===== config.mk =====
export PLATFORM = sky130hd
export DESIGN_NAME = fpes_top
export DESIGN_NICKNAME = d
export VERILOG_FILES = /design/src/design/fpes_pkg.sv /design/src/design/fpes_timer.sv /design/src/design/fpes_top.sv
export SDC_FILE = /design/constraint.sdc
export NUM_CORES = 1
export LEC_CHECK = 0
export BUFFER_PORTS_ARGS = -buffer_cell sky130_fd_sc_hd__buf_2
export CORE_UTILIZATION = 57
export CTS_BUF_LIST = sky130_fd_sc_hd__clkbuf_4 sky130_fd_sc_hd__clkbuf_8
export DETAILED_ROUTE_END_ITERATION = 10
export PLACE_DENSITY = 0.88
export REMOVE_ABC_BUFFERS = 1
export SYNTH_ARGS = -nofsm -noshare
export SYNTH_HDL_FRONTEND = slang
export SYNTH_SLANG_ARGS = --single-unit

===== constraint.sdc =====
create_clock -name clk_i -period 3.3 [get_ports clk_i]
set_clock_uncertainty 0.1 [all_clocks]
set_input_delay 0.165 -clock clk_i [delete_from_list [all_inputs] [get_ports clk_i]]
set_output_delay 0.165 -clock clk_i [all_outputs]
set_load 0.1 [all_outputs]

===== src/design/fpes_pkg.sv =====
// package: register map, field layout and timing of the flash program/erase sequencer
package fpes_pkg;

	// ----------------------------------------------------------------
	// bus and register map
	// ----------------------------------------------------------------
	localparam int ADR_W = 8;
	localparam int DAT_W = 32;
	localparam int SEL_W = 4;
	localparam logic [ADR_W-1:0] OFS_COMMAND = 8'h04;
	localparam logic [ADR_W-1:0] OFS_PROG_DATA = 8'h08;
	localparam logic [ADR_W-1:0] OFS_PROG_ADDR = 8'h10;
	localparam logic [DAT_W-1:0] RST_COMMAND = 32'h0000_0000;
	localparam logic [DAT_W-1:0] RST_PROG_DATA = 32'h0000_0000;
	localparam logic [DAT_W-1:0] RST_PROG_ADDR = 32'h0000_0000;
	localparam logic [DAT_W-1:0] READ_ZERO = 32'h0000_0000;

	// ----------------------------------------------------------------
	// field positions
	// ----------------------------------------------------------------
	localparam int CMD_STANDBY_BIT = 0;
	localparam int CMD_WORD_PROGRAM_BIT = 1;
	localparam int CMD_MASS_ERASE_BIT = 2;
	localparam int CMD_PAGE_ERASE_BIT = 3;
	localparam int CMD_GO_LSB = 1;
	localparam int CMD_GO_W = 3;
	localparam int INFO_BIT = 16;
	localparam int HADDR_W = 15;
	localparam int PAGE_LSB = 9;
	localparam int INFO_PAGE_MSB = 11;
	localparam int WORD_LSB = 2;
	localparam int ADDR_REG_W = 17;

	// ----------------------------------------------------------------
	// timing
	// ----------------------------------------------------------------
	localparam longint CLK_PERIOD_PS = 8000;
	localparam longint PROG_MIN_PS = 64'd30_000_000;
	localparam longint ERASE_MIN_PS = 64'd40_000_000_000;
	localparam int TIMER_W = 23;
	// least times round up to whole clock cycles
	localparam int PROG_CYCLES = int'((PROG_MIN_PS + CLK_PERIOD_PS - 1) / CLK_PERIOD_PS);
	localparam int ERASE_CYCLES = int'((ERASE_MIN_PS + CLK_PERIOD_PS - 1) / CLK_PERIOD_PS);

	// ----------------------------------------------------------------
	// types
	// ----------------------------------------------------------------
	typedef enum logic [1:0] {
		FPES_OP_NONE = 2'b00,
		FPES_OP_PROGRAM = 2'b01,
		FPES_OP_MASS = 2'b10,
		FPES_OP_PAGE = 2'b11
	} fpes_op_t;

	typedef enum logic [1:0] {
		FPES_ST_IDLE = 2'b00,
		FPES_ST_SETUP = 2'b01,
		FPES_ST_ACTIVE = 2'b10,
		FPES_ST_RECOVER = 2'b11
	} fpes_state_t;

endpackage : fpes_pkg


===== src/design/fpes_timer.sv =====
// file: load-and-count-down timer that times one flash macro operation
`timescale 1ns/1ns
module fpes_timer
	import fpes_pkg::*;
(
	// clock and reset
	input wire logic clk_i,
	input wire logic rst_i,
	// control
	input wire logic load_i,
	input wire logic [TIMER_W-1:0] count_i,
	// status
	output logic fire_o
);

	typedef struct packed {
		logic [TIMER_W-1:0] cnt;
		logic run;
		logic fire;
	} fpes_tmr_t;

	localparam logic [TIMER_W-1:0] ONE = 23'h00_0001;

	fpes_tmr_t s_q;
	fpes_tmr_t s_d;

	always_comb begin
		s_d = s_q;
		s_d.fire = 1'b0;
		if (load_i) begin
			s_d.cnt = count_i;
			s_d.run = 1'b1;
		end else if (s_q.run) begin
			// fire in the last counted cycle, so count_i cycles elapse from load
			if (s_q.cnt <= ONE) begin
				s_d.run = 1'b0;
				s_d.fire = 1'b1;
			end else begin
				s_d.cnt = s_q.cnt - ONE;
			end
		end
	end

	always_ff @(posedge clk_i) begin
		if (rst_i) begin
			s_q <= '0;
		end else begin
			s_q <= s_d;
		end
	end

	assign fire_o = s_q.fire;

endmodule : fpes_timer


===== src/design/fpes_top.sv =====
// file: flash program/erase sequencer with classic Wishbone register slave
//
// The Wishbone slave port was chosen for this implementation.
`timescale 1ns/1ns

// Notes on behaviour
// - page-erase bit erases addressed main or info page, self-clears, lasts at least 40 ms
// - mass-erase bit erases whole main array, self-clears, lasts at least 40 ms
// - program bit writes data register word at address, lasting about 30-40 us
// - standby bit, readable and writable, puts flash in standby with system
// - program data register is 32-bit read/write, resets to zero
// - address bit 16 selects information block for program and page erase
// - 15-bit byte address on 512-byte pages; mass erase ignores it
// - main page erase uses address bits 14:9, 64 pages
// - info page erase uses bits 11:9, 8 pages, ignores others
// - word program uses address bits 14:2, ignores bits 1:0
// - flash accesses and fetches are held off while an operation runs
module fpes_top
	import fpes_pkg::*;
#(
	parameter int unsigned ERASE_TIME_CYCLES = ERASE_CYCLES
) (
	// clock and reset
	input wire logic clk_i,
	input wire logic rst_i,
	// wishbone slave
	input wire logic wb_cyc_i,
	input wire logic wb_stb_i,
	input wire logic wb_we_i,
	input wire logic [ADR_W-1:0] wb_adr_i,
	input wire logic [SEL_W-1:0] wb_sel_i,
	input wire logic [DAT_W-1:0] wb_dat_i,
	output logic [DAT_W-1:0] wb_dat_o,
	output logic wb_ack_o,
	// system
	input wire logic sys_sleep_i,
	output logic fetch_hold_o,
	// flash macro
	output logic [HADDR_W-1:0] flash_addr_o,
	output logic [DAT_W-1:0] flash_wdata_o,
	output logic flash_info_o,
	output logic flash_prog_o,
	output logic flash_page_erase_o,
	output logic flash_mass_erase_o,
	output logic flash_standby_o
);

	// ----------------------------------------------------------------
	// state
	// ----------------------------------------------------------------
	typedef struct packed {
		logic ack;
		logic [DAT_W-1:0] rdata;
		logic standby_bit;
		logic [CMD_GO_W-1:0] go;
		logic [DAT_W-1:0] pdata;
		logic [ADDR_REG_W-1:0] paddr;
		fpes_state_t state;
		fpes_op_t op;
		logic hold;
		logic [HADDR_W-1:0] f_addr;
		logic [DAT_W-1:0] f_wdata;
		logic f_info;
		logic f_prog;
		logic f_page;
		logic f_mass;
		logic f_standby;
	} fpes_regs_t;

	localparam logic [TIMER_W-1:0] PROG_LOAD = TIMER_W'(PROG_CYCLES);
	localparam logic [TIMER_W-1:0] ERASE_LOAD = TIMER_W'(ERASE_TIME_CYCLES);

	fpes_regs_t r_q;
	fpes_regs_t r_d;
	logic tmr_load;
	logic [TIMER_W-1:0] tmr_count;
	logic tmr_fire;
	logic bus_req;
	logic bus_wr;
	logic [DAT_W-1:0] cmd_wr;
	logic [DAT_W-1:0] data_wr;
	logic [DAT_W-1:0] addr_wr;
	logic [CMD_GO_W-1:0] go_req;
	fpes_op_t new_op;

	// ----------------------------------------------------------------
	// helpers
	// ----------------------------------------------------------------
	// merge write data into a register under the byte selects
	function automatic logic [DAT_W-1:0] merge_sel(
		input logic [DAT_W-1:0] old_v,
		input logic [DAT_W-1:0] new_v,
		input logic [SEL_W-1:0] sel
	);
		logic [DAT_W-1:0] res;
		res = old_v;
		for (int i = 0; i < SEL_W; i++) begin
			if (sel[i]) begin
				res[i*8 +: 8] = new_v[i*8 +: 8];
			end
		end
		return res;
	endfunction : merge_sel

	// byte address handed to the macro, with the don't-care bits of each operation forced low
	function automatic logic [HADDR_W-1:0] op_address(
		input fpes_op_t op,
		input logic info,
		input logic [HADDR_W-1:0] haddr
	);
		logic [HADDR_W-1:0] res;
		res = '0;
		case (op)
			FPES_OP_PROGRAM: begin
				res[HADDR_W-1:WORD_LSB] = haddr[HADDR_W-1:WORD_LSB];
			end
			FPES_OP_PAGE: begin
				if (info) begin
					res[INFO_PAGE_MSB:PAGE_LSB] = haddr[INFO_PAGE_MSB:PAGE_LSB];
				end else begin
					res[HADDR_W-1:PAGE_LSB] = haddr[HADDR_W-1:PAGE_LSB];
				end
			end
			FPES_OP_MASS: begin
				res = '0;
			end
			default: begin
				res = '0;
			end
		endcase
		return res;
	endfunction : op_address

	// one operation at a time; page erase outranks mass erase outranks program
	function automatic fpes_op_t pick_op(
		input logic [CMD_GO_W-1:0] go
	);
		fpes_op_t res;
		res = FPES_OP_NONE;
		if (go[CMD_PAGE_ERASE_BIT - CMD_GO_LSB]) begin
			res = FPES_OP_PAGE;
		end else if (go[CMD_MASS_ERASE_BIT - CMD_GO_LSB]) begin
			res = FPES_OP_MASS;
		end else if (go[CMD_WORD_PROGRAM_BIT - CMD_GO_LSB]) begin
			res = FPES_OP_PROGRAM;
		end
		return res;
	endfunction : pick_op

	// readable go bit that stands for an operation while it runs
	function automatic logic [CMD_GO_W-1:0] op_go_bit(
		input fpes_op_t op
	);
		logic [CMD_GO_W-1:0] res;
		res = '0;
		case (op)
			FPES_OP_PROGRAM: begin
				res[CMD_WORD_PROGRAM_BIT - CMD_GO_LSB] = 1'b1;
			end
			FPES_OP_MASS: begin
				res[CMD_MASS_ERASE_BIT - CMD_GO_LSB] = 1'b1;
			end
			FPES_OP_PAGE: begin
				res[CMD_PAGE_ERASE_BIT - CMD_GO_LSB] = 1'b1;
			end
			default: begin
				res = '0;
			end
		endcase
		return res;
	endfunction : op_go_bit

	// ----------------------------------------------------------------
	// bus decode
	// ----------------------------------------------------------------
	// a request is taken once; ack drops in the cycle after it was given
	// registered ack costs one wait state but keeps the bus path short
	assign bus_req = wb_cyc_i && wb_stb_i && !r_q.ack;
	assign bus_wr = bus_req && wb_we_i;
	assign cmd_wr = (bus_wr && wb_adr_i == OFS_COMMAND) ? wb_dat_i : READ_ZERO;
	assign data_wr = merge_sel(r_q.pdata, wb_dat_i, wb_sel_i);
	assign addr_wr = merge_sel(DAT_W'(r_q.paddr), wb_dat_i, wb_sel_i);
	// command bits all sit in the lowest byte lane
	assign go_req = wb_sel_i[0] ? cmd_wr[CMD_GO_LSB +: CMD_GO_W] : '0;
	// operation asked for by this write, after priority
	assign new_op = pick_op(go_req);

	// ----------------------------------------------------------------
	// operation timer
	// ----------------------------------------------------------------
	// loaded in the setup cycle, on the same edge as the strobe rises
	// the strobe then stands one cycle longer than loaded, never shorter than the least time
	assign tmr_load = (r_q.state == FPES_ST_SETUP);
	assign tmr_count = (r_q.op == FPES_OP_PROGRAM) ? PROG_LOAD : ERASE_LOAD;

	fpes_timer u_fpes_timer (
		.clk_i(clk_i),
		.rst_i(rst_i),
		.load_i(tmr_load),
		.count_i(tmr_count),
		.fire_o(tmr_fire)
	);

	// ----------------------------------------------------------------
	// next state
	// ----------------------------------------------------------------
	always_comb begin
		r_d = r_q;
		r_d.ack = bus_req;

		// register writes
		if (bus_wr) begin
			case (wb_adr_i)
				OFS_COMMAND: begin
					if (wb_sel_i[0]) begin
						r_d.standby_bit = wb_dat_i[CMD_STANDBY_BIT];
					end
				end
				OFS_PROG_DATA: begin
					r_d.pdata = data_wr;
				end
				OFS_PROG_ADDR: begin
					r_d.paddr = addr_wr[ADDR_REG_W-1:0];
					r_d.paddr[HADDR_W] = 1'b0;
				end
				default: begin
					r_d.paddr = r_q.paddr;
				end
			endcase
		end

		// register reads; unmapped addresses read as zero
		if (bus_req) begin
			case (wb_adr_i)
				OFS_COMMAND: begin
					r_d.rdata = READ_ZERO;
					r_d.rdata[CMD_STANDBY_BIT] = r_q.standby_bit;
					r_d.rdata[CMD_GO_LSB +: CMD_GO_W] = r_q.go;
				end
				OFS_PROG_DATA: begin
					r_d.rdata = r_q.pdata;
				end
				OFS_PROG_ADDR: begin
					r_d.rdata = DAT_W'(r_q.paddr);
				end
				default: begin
					r_d.rdata = READ_ZERO;
				end
			endcase
		end

		// sequencer
		case (r_q.state)
			FPES_ST_IDLE: begin
				if (new_op != FPES_OP_NONE) begin
					r_d.state = FPES_ST_SETUP;
					r_d.hold = 1'b1;
					r_d.op = new_op;
					r_d.go = op_go_bit(new_op);
					r_d.f_wdata = r_q.pdata;
					// info block for program and page erase, never for mass erase
					r_d.f_info = r_q.paddr[INFO_BIT] && (new_op != FPES_OP_MASS);
					r_d.f_addr = op_address(new_op, r_q.paddr[INFO_BIT],
						r_q.paddr[HADDR_W-1:0]);
				end
			end
			// address and data settle one cycle before the strobe
			FPES_ST_SETUP: begin
				r_d.state = FPES_ST_ACTIVE;
				r_d.f_prog = (r_q.op == FPES_OP_PROGRAM);
				r_d.f_page = (r_q.op == FPES_OP_PAGE);
				r_d.f_mass = (r_q.op == FPES_OP_MASS);
			end
			// new command bits ignored until back in idle
			FPES_ST_ACTIVE: begin
				if (tmr_fire) begin
					r_d.state = FPES_ST_RECOVER;
					r_d.f_prog = 1'b0;
					r_d.f_page = 1'b0;
					r_d.f_mass = 1'b0;
				end
			end
			// command bit clears itself when the flow ends
			FPES_ST_RECOVER: begin
				r_d.state = FPES_ST_IDLE;
				r_d.go = '0;
				r_d.op = FPES_OP_NONE;
				r_d.hold = 1'b0;
			end
			default: begin
				r_d.state = FPES_ST_IDLE;
				r_d.go = '0;
				r_d.op = FPES_OP_NONE;
				r_d.hold = 1'b0;
				r_d.f_prog = 1'b0;
				r_d.f_page = 1'b0;
				r_d.f_mass = 1'b0;
			end
		endcase

		// standby only together with the system and never mid-operation
		r_d.f_standby = r_d.standby_bit && sys_sleep_i && (r_d.state == FPES_ST_IDLE);
	end

	// ----------------------------------------------------------------
	// registers
	// ----------------------------------------------------------------
	always_ff @(posedge clk_i) begin
		if (rst_i) begin
			r_q <= '0;
			r_q.pdata <= RST_PROG_DATA;
			r_q.paddr <= RST_PROG_ADDR[ADDR_REG_W-1:0];
			r_q.standby_bit <= RST_COMMAND[CMD_STANDBY_BIT];
			r_q.go <= RST_COMMAND[CMD_GO_LSB +: CMD_GO_W];
			r_q.state <= FPES_ST_IDLE;
			r_q.op <= FPES_OP_NONE;
		end else begin
			r_q <= r_d;
		end
	end

	// ----------------------------------------------------------------
	// outputs
	// ----------------------------------------------------------------
	assign wb_ack_o = r_q.ack;
	assign wb_dat_o = r_q.rdata;
	assign fetch_hold_o = r_q.hold;
	assign flash_addr_o = r_q.f_addr;
	assign flash_wdata_o = r_q.f_wdata;
	assign flash_info_o = r_q.f_info;
	assign flash_prog_o = r_q.f_prog;
	assign flash_page_erase_o = r_q.f_page;
	assign flash_mass_erase_o = r_q.f_mass;
	assign flash_standby_o = r_q.f_standby;

endmodule : fpes_top


Yosys cells after proc, flatten, opt, wreduce, memory -nomap -nowiden:

Cells that the tools add are included.

* register bits: 165
* input bits: 50
* output and inout bits: 86
* logic and storage cells: 97

* add/subtract/negate cells: 1
* $lt $le $gt $ge: 1
* equal/unequal tests: 16
* muxes and demuxes: 28
* bitwise gates (word level): 1
* reduce and logical (&&, ||, !) cells: 26

Operator list (number)
* one-hot mux 32 bit (3 select lines): 1
* two-way mux 53 bit: 1
* two-way mux 23 bit: 2
* two-way mux 25 bit: 1
* two-way mux 24 bit: 1
* <= comparator 23 x 1 -> 1 bit, second input constant: 1
* subtractor 23 x 1 -> 23 bit, second input constant: 1
* AND reduction 3 bit: 7
* one-hot mux 3 bit (2 select lines): 3
* equality test 2 bit, second input constant: 6
* two-way mux 3 bit: 4
* one-hot mux 6 bit (2 select lines): 1
* equality test 8 x 3 -> 1 bit, second input constant: 1
* equality test 8 x 4 -> 1 bit, second input constant: 1
* equality test 8 x 5 -> 1 bit, second input constant: 1
* two-way mux 2 bit: 4
* one-hot mux 2 bit (4 select lines): 1
* AND reduction 2 bit: 4
* nonzero test 2 bit: 4
* logical AND 1 bit: 7
* two-way mux 1 bit: 7
* two-way mux 7 bit: 1
* equality test 2 x 1 -> 1 bit, second input constant: 3
* != test 2 bit, second input constant: 3
* 6 further kinds: 7

Longest topological paths before layout:

* depth after elaboration: 15
* depth in mapped cells: 8
* depth with buffers taken out: 7

Cells and area by module:

Synthesis repeated with hierarchy kept, for this count alone.

* cell total of the unflattened synthesis: 831
* area total of the unflattened synthesis: 7566.0 µm²

By module, submodules not included
* fpes_top: instances 1, cells an instance 649, area an instance 6048.3 µm², seq. area each 2802.7 µm²
* fpes_timer: instances 1, cells an instance 182, area an instance 1517.7 µm², seq. area each 500.5 µm²

Least setup slack after synthesis:

OpenSTA, ideal clock, no wires.

* path kind: register -> register
* start: reg r_q (netlist bit wb_ack_o)
* end: reg r_q (netlist bit flash_addr_o[5])
* setup time: 60 ps
* arrival time: 2574 ps
* required time: 3140 ps
* slack: 566 ps
* cell stages (with the launch flop): 9
* path buffers: 3
* clock period less this slack: 2734 ps
* path through: dfxtp_1 and3b_1 and3_1 clkbuf_1 and4_1 clkbuf_1 nor2_1 clkbuf_1 a22o_1

* longest elaborated chain between the ends: 11
* elaborated cells on any way between the ends: 13
* classes of those cells: 1 x eq/ne; 6 x mux; 6 x reduce/logical

Ends and longest elaborated chain
* start, declared: RTL line fpes_top.sv:73 `fpes_regs_t r_q;`
* start signal, assigned: RTL line fpes_top.sv:318 `r_q <= r_d;`
* logical NOT 1 bit *: RTL line fpes_top.sv:178 `assign bus_req = wb_cyc_i && wb_stb_i && !r_q.ack;`
* logical AND 1 bit *: RTL line fpes_top.sv:178
* logical AND 1 bit *: RTL line fpes_top.sv:179 `assign bus_wr = bus_req && wb_we_i;`
* logical AND 1 bit *: RTL line fpes_top.sv:180 `assign cmd_wr = (bus_wr && wb_adr_i == OFS_COMMAND) ? wb_dat_i : READ_ZERO;`
* two-way mux 4 bit *: RTL line fpes_top.sv:180
* two-way mux 3 bit *: RTL line fpes_top.sv:184 `assign go_req = wb_sel_i[0] ? cmd_wr[CMD_GO_LSB +: CMD_GO_W] : '0;`
* two-way mux 1 bit: RTL line fpes_top.sv:144 `end else if (go[CMD_WORD_PROGRAM_BIT - CMD_GO_LSB]) begin`
* two-way mux 2 bit: RTL line fpes_top.sv:142 `end else if (go[CMD_MASS_ERASE_BIT - CMD_GO_LSB]) begin`
* two-way mux 2 bit *: RTL line fpes_top.sv:140 `if (go[CMD_PAGE_ERASE_BIT - CMD_GO_LSB]) begin`
* equality test 2 x 1 -> 1 bit or nonzero test 2 bit (tied branches): RTL line fpes_top.sv:113, fpes_top.sv:255
* two-way mux 7 bit or AND reduction 2 bit (tied branches)

Mark *: on every way between the ends. The rest lies on a longest branch, timed or not.
A chain may end at the register's enable or synchronous reset.

Final worst setup path:

* start: reg u_fpes_timer.s_q[13] (netlist name)
* end: reg u_fpes_timer.s_q[16] (netlist name)

* longest elaborated chain between the ends: 4
* elaborated cells on any way between the ends: 7
* classes of those cells: 1 x add/sub; 1 x order compare; 1 x eq/ne; 3 x mux; 1 x reduce/logical

Ends and longest elaborated chain
* start, declared: RTL line fpes_timer.sv:24 `fpes_tmr_t s_q;`
* start signal, assigned: RTL line fpes_timer.sv:46 `s_q <= '0;`
* start signal, assigned: RTL line fpes_timer.sv:48 `s_q <= s_d;`
* subtractor 23 x 1 -> 23 bit: RTL line fpes_timer.sv:39 `s_d.cnt = s_q.cnt - ONE;`
* two-way mux 23 bit: RTL line fpes_timer.sv:35 `if (s_q.cnt <= ONE) begin`
* two-way mux 25 bit: RTL line fpes_timer.sv:33 `end else if (s_q.run) begin`
* two-way mux 24 bit: RTL line fpes_timer.sv:30 `if (load_i) begin`

Parallel ways exist; a longest one is shown, timed or not. The select of a mux whose other input is x is not followed.

==> summary.txt <==
Outcome
  • Status: completed

Synth
  • Area share of the largest cell type after synthesis: 46.7%
  • Mapped Area: 7080 sq um
  • EDFF count, synth: 0
  • Area contributors post-synth: dfxtp_1 47%, buf_4 8.4%, nand2_1 7.7%
  • Average size of a mapped cell: 8.60 sq um
  • Async SR Flop Fraction: 0%
  • Synth Register Bits: 165
  • Mapped Cells: 823
  • Synth Warn #: 0
  • Synth area leader: dfxtp_1
  • Seq/Total Area, Yosys: 46.7%
  • Main synth FF type: dfxtp_1
  • Yosys cell types: between 50 and 60

Drt
  • Vias per inst: approximately 6
  • WL met2: roughly 9500 um
  • DR top layer: met4
  • DR WL met3: 1690 um
  • Met1 Wirelength: 7600 um
  • DRT Wirelength: 19400 um
  • DRT Pass-1 Iters: 6
  • Final antenna-violating net count: 0
  • Vias post-DR: 6519
  • DRC: 0
  • WL per Instance: 17.8 um
  • Iter 0 DRT Violations: 625

Timing
  • Period minus WS final: 2.61 ns
  • Max Clk Rate: between 0.3 and 0.4 GHz
  • Setup tns final: 0 ns
  • Final Setup Violations: 0
  • Final Cycle Share: between 70% and 80%
  • Slew Viols, Final: 0
  • RSZ-0062 raised after global routing: false
  • Slew @ Worst Pin: 1.02 ns
  • Hold Vio Cnt, Final: 0
  • Hold WS: 0.0287 ns
  • Slew margin rel.: 31.7%
  • Setup WS post-layout: 0.691 ns

Clock network
  • H-tree depth: 4
  • Root Buffer: clkbuf_8
  • Worst-Skew Late Latency: about 0.45 ns
  • Clock Sink Count: 165
  • CTS resizes: 0
  • Hold_buf cts: 35
  • CTS tree: built
  • Total CTS buffers: 17
  • Post-CTS Setup Inserts: 0
  • Clock Path Buffers: 2
  • Reg clk slew, reported paths: 0.09 ns

Layout
  • Register area: 3300 sq um
  • Layout cells sized above 1: between 20% and 30%
  • NumNets Final: around 970
  • Antenna cells: 0
  • Filler cells: 862
  • Area of the multi-input gates: about 3000 sq um
  • Syn-to-layout area delta: 14.0%

Pwr
  • Pleak: approximately 0.0032 uW
  • Maximum vdd drop: 529 uV
  • Power Dens Cells: roughly 440 nW/um^2

GRT
  • Vias in the first global route: 6389
  • Largest net degree at the start of global routing: 65
  • Overall Global Routing Usage: 30.4%
  • First-pass GRT wire length: 30800 um
  • Total gr overflow: 0
  • Initial antenna violation count: 0

Setup path
  • FF-to-FF Start: u_fpes_timer.s_q[13]
  • R2R Setup Slk: around 0.69 ns
  • Crit path max fanout: 13
  • Crit path DAT: 2.84 ns
  • Setup crit end kind: register
  • Crit Path Class: reg2reg
  • Startpoint types: register
  • CP required: 3.53 ns
  • Reg2reg end: u_fpes_timer.s_q[16]
  • Reg2Reg Depth: 5

Worst hold path
  • Hold Crit Class: in2reg
  • Hold Path Depth: 4
  • Hold Crit Start: wb_we_i
  • WHS Endpoint: r_q[73]

Place
  • Dpl ws: roughly 0.74 ns
  • Gp weighted congestion: around 0.84
  • Port bufs: ~130
  • Post-DP HPWL: 11600 um

Floorplanning
  • CORE AREA: about 12000 sq um
  • Die area: about 13000 sq um
  • Overall die width: 113 um
  • Die Ht: 113 um
  • Cell Rows: 40
  • Initial core utilization: 58.7%
  • I/O Pins: between 100 and 150

Job
  • Max Cap Viol: 0
## report_power, final
part           leakage (uW)  internal [uW]  switching (uW)  total (uW)
clock network      0.000193            647             779        1430
registers           0.00133           1990           0.544        1990
logic               0.00172           60.7            99.9         161
## metal layers
| layer | vias to the layer above | track usage (%) |
|---|---|---|
| met4 | 0 | 13.5 |
| met2 | 385 | 51.7 |
| met1 | 3098 | 35.0 |
| met5 | - | 0 |
| li1 | 2970 | - |
| met3 | 66 | 9.83 |
## layout make-up
type | instances | share of cell area [%]
Sequential cell | 165 | 40.9
Inverter | 9 | 0.419
Tap cell | 168 | 2.61
Clock buffer | 19 | 3.24
Timing Repair Buffer | 185 | 14.2
Multi-Input combinational cell | 530 | 37.1
Clock inverter | 12 | 1.46
## per-stage QoR
stage	utilization, %	total power, uW	instances	instance area (sq um)
final	66.9	3580	1088	8070
after global routing	66.9	3680	1088	8070
after CTS	66.9	3570	1088	8070
after detailed placement	60.9	2160	1022	7340
after global placement	60.9	2160	1022	7340
after floorplan	-	2080	704	6330
## synthesized netlist by cell type, types with 3 or more instances
library cell and n:
nor3_1 8, or4_1 9, nor2b_1 3, o31ai_1 9, xnor2_1 3, nor2_1 64, xor2_1 4, a31oi_1 8
a22oi_1 17, nand2b_1 5, nor4_1 6, a311oi_1 4, nand4b_1 4, and3_1 4, a211o_1 3, or3_1 3
nand2_1 145, buf_4 79, a22o_1 14, nand3_1 30, o21ai_0 10, clkbuf_1 37, inv_1 8, dfxtp_1 165
a21oi_1 95, ha_1 7, nand4_1 7, and4b_1 3, mux2i_1 32, o311ai_0 4
## layout by cell type (no fill, tap or decap), types with 5 or more instances in the layout
master         instances
a22o_1                14
nor2_1                64
nand4_1                7
a31oi_1                8
dfxtp_1              165
ha_1                   7
dlygate4sd3_1         35
nand2_1              145
buf_4                 18
mux2i_1               32
a22oi_1               17
nor4_1                 6
nand3_1               30
inv_1                  8
nor3_1                 8
clkbuf_8              19
o31ai_1                9
o21ai_0               10
or4_1                  9
buf_2                132
nand2b_1               5
a21oi_1               95
## worst max-delay path by stage
stage               slack [ns]              endpoint  cells after the start            startpoint
finish                    0.69  u_fpes_timer.s_q[16]                      5  u_fpes_timer.s_q[13]
global route              0.55  u_fpes_timer.s_q[16]                      5  u_fpes_timer.s_q[13]
CTS                       0.71  u_fpes_timer.s_q[16]                      5  u_fpes_timer.s_q[13]
detailed placement        0.74  u_fpes_timer.s_q[16]                      5  u_fpes_timer.s_q[13]
global placement          0.77  u_fpes_timer.s_q[16]                      5  u_fpes_timer.s_q[13]
floorplan                 0.06      flash_addr_o[10]                      5              wb_ack_o
## cells by family after synthesis
kind of cell	synth area share, %
other	0.0530
adders and majority gates	1.24
DFF	46.7
buffers and inverters	11.1
and+or+nand+nor	19.6
AOI/OAI and AO/OA	15.9
xor gates and xnor gates	0.866
muxes	4.68
## worst max-delay path: stages (launching register included)
cell and delay (ns):
dfxtp_1 0.37, or4_4 0.58, or3_4 0.45, o311ai_1 0.62, nor3b_1 0.11, a211o_1 0.28
## state kept, by name, summed over array words and instances (netlist names)
signal and cells:
r_q 56, flash_wdata_o 32, wb_dat_o 32, u_fpes_timer.s_q 24, flash_addr_o 13, fetch_hold_o 1
flash_info_o 1, flash_mass_erase_o 1, flash_page_erase_o 1, flash_prog_o 1, flash_standby_o 1, u_fpes_timer.fire_o 1
wb_ack_o 1
No activity file was read; power rests on OpenSTA's default activity.
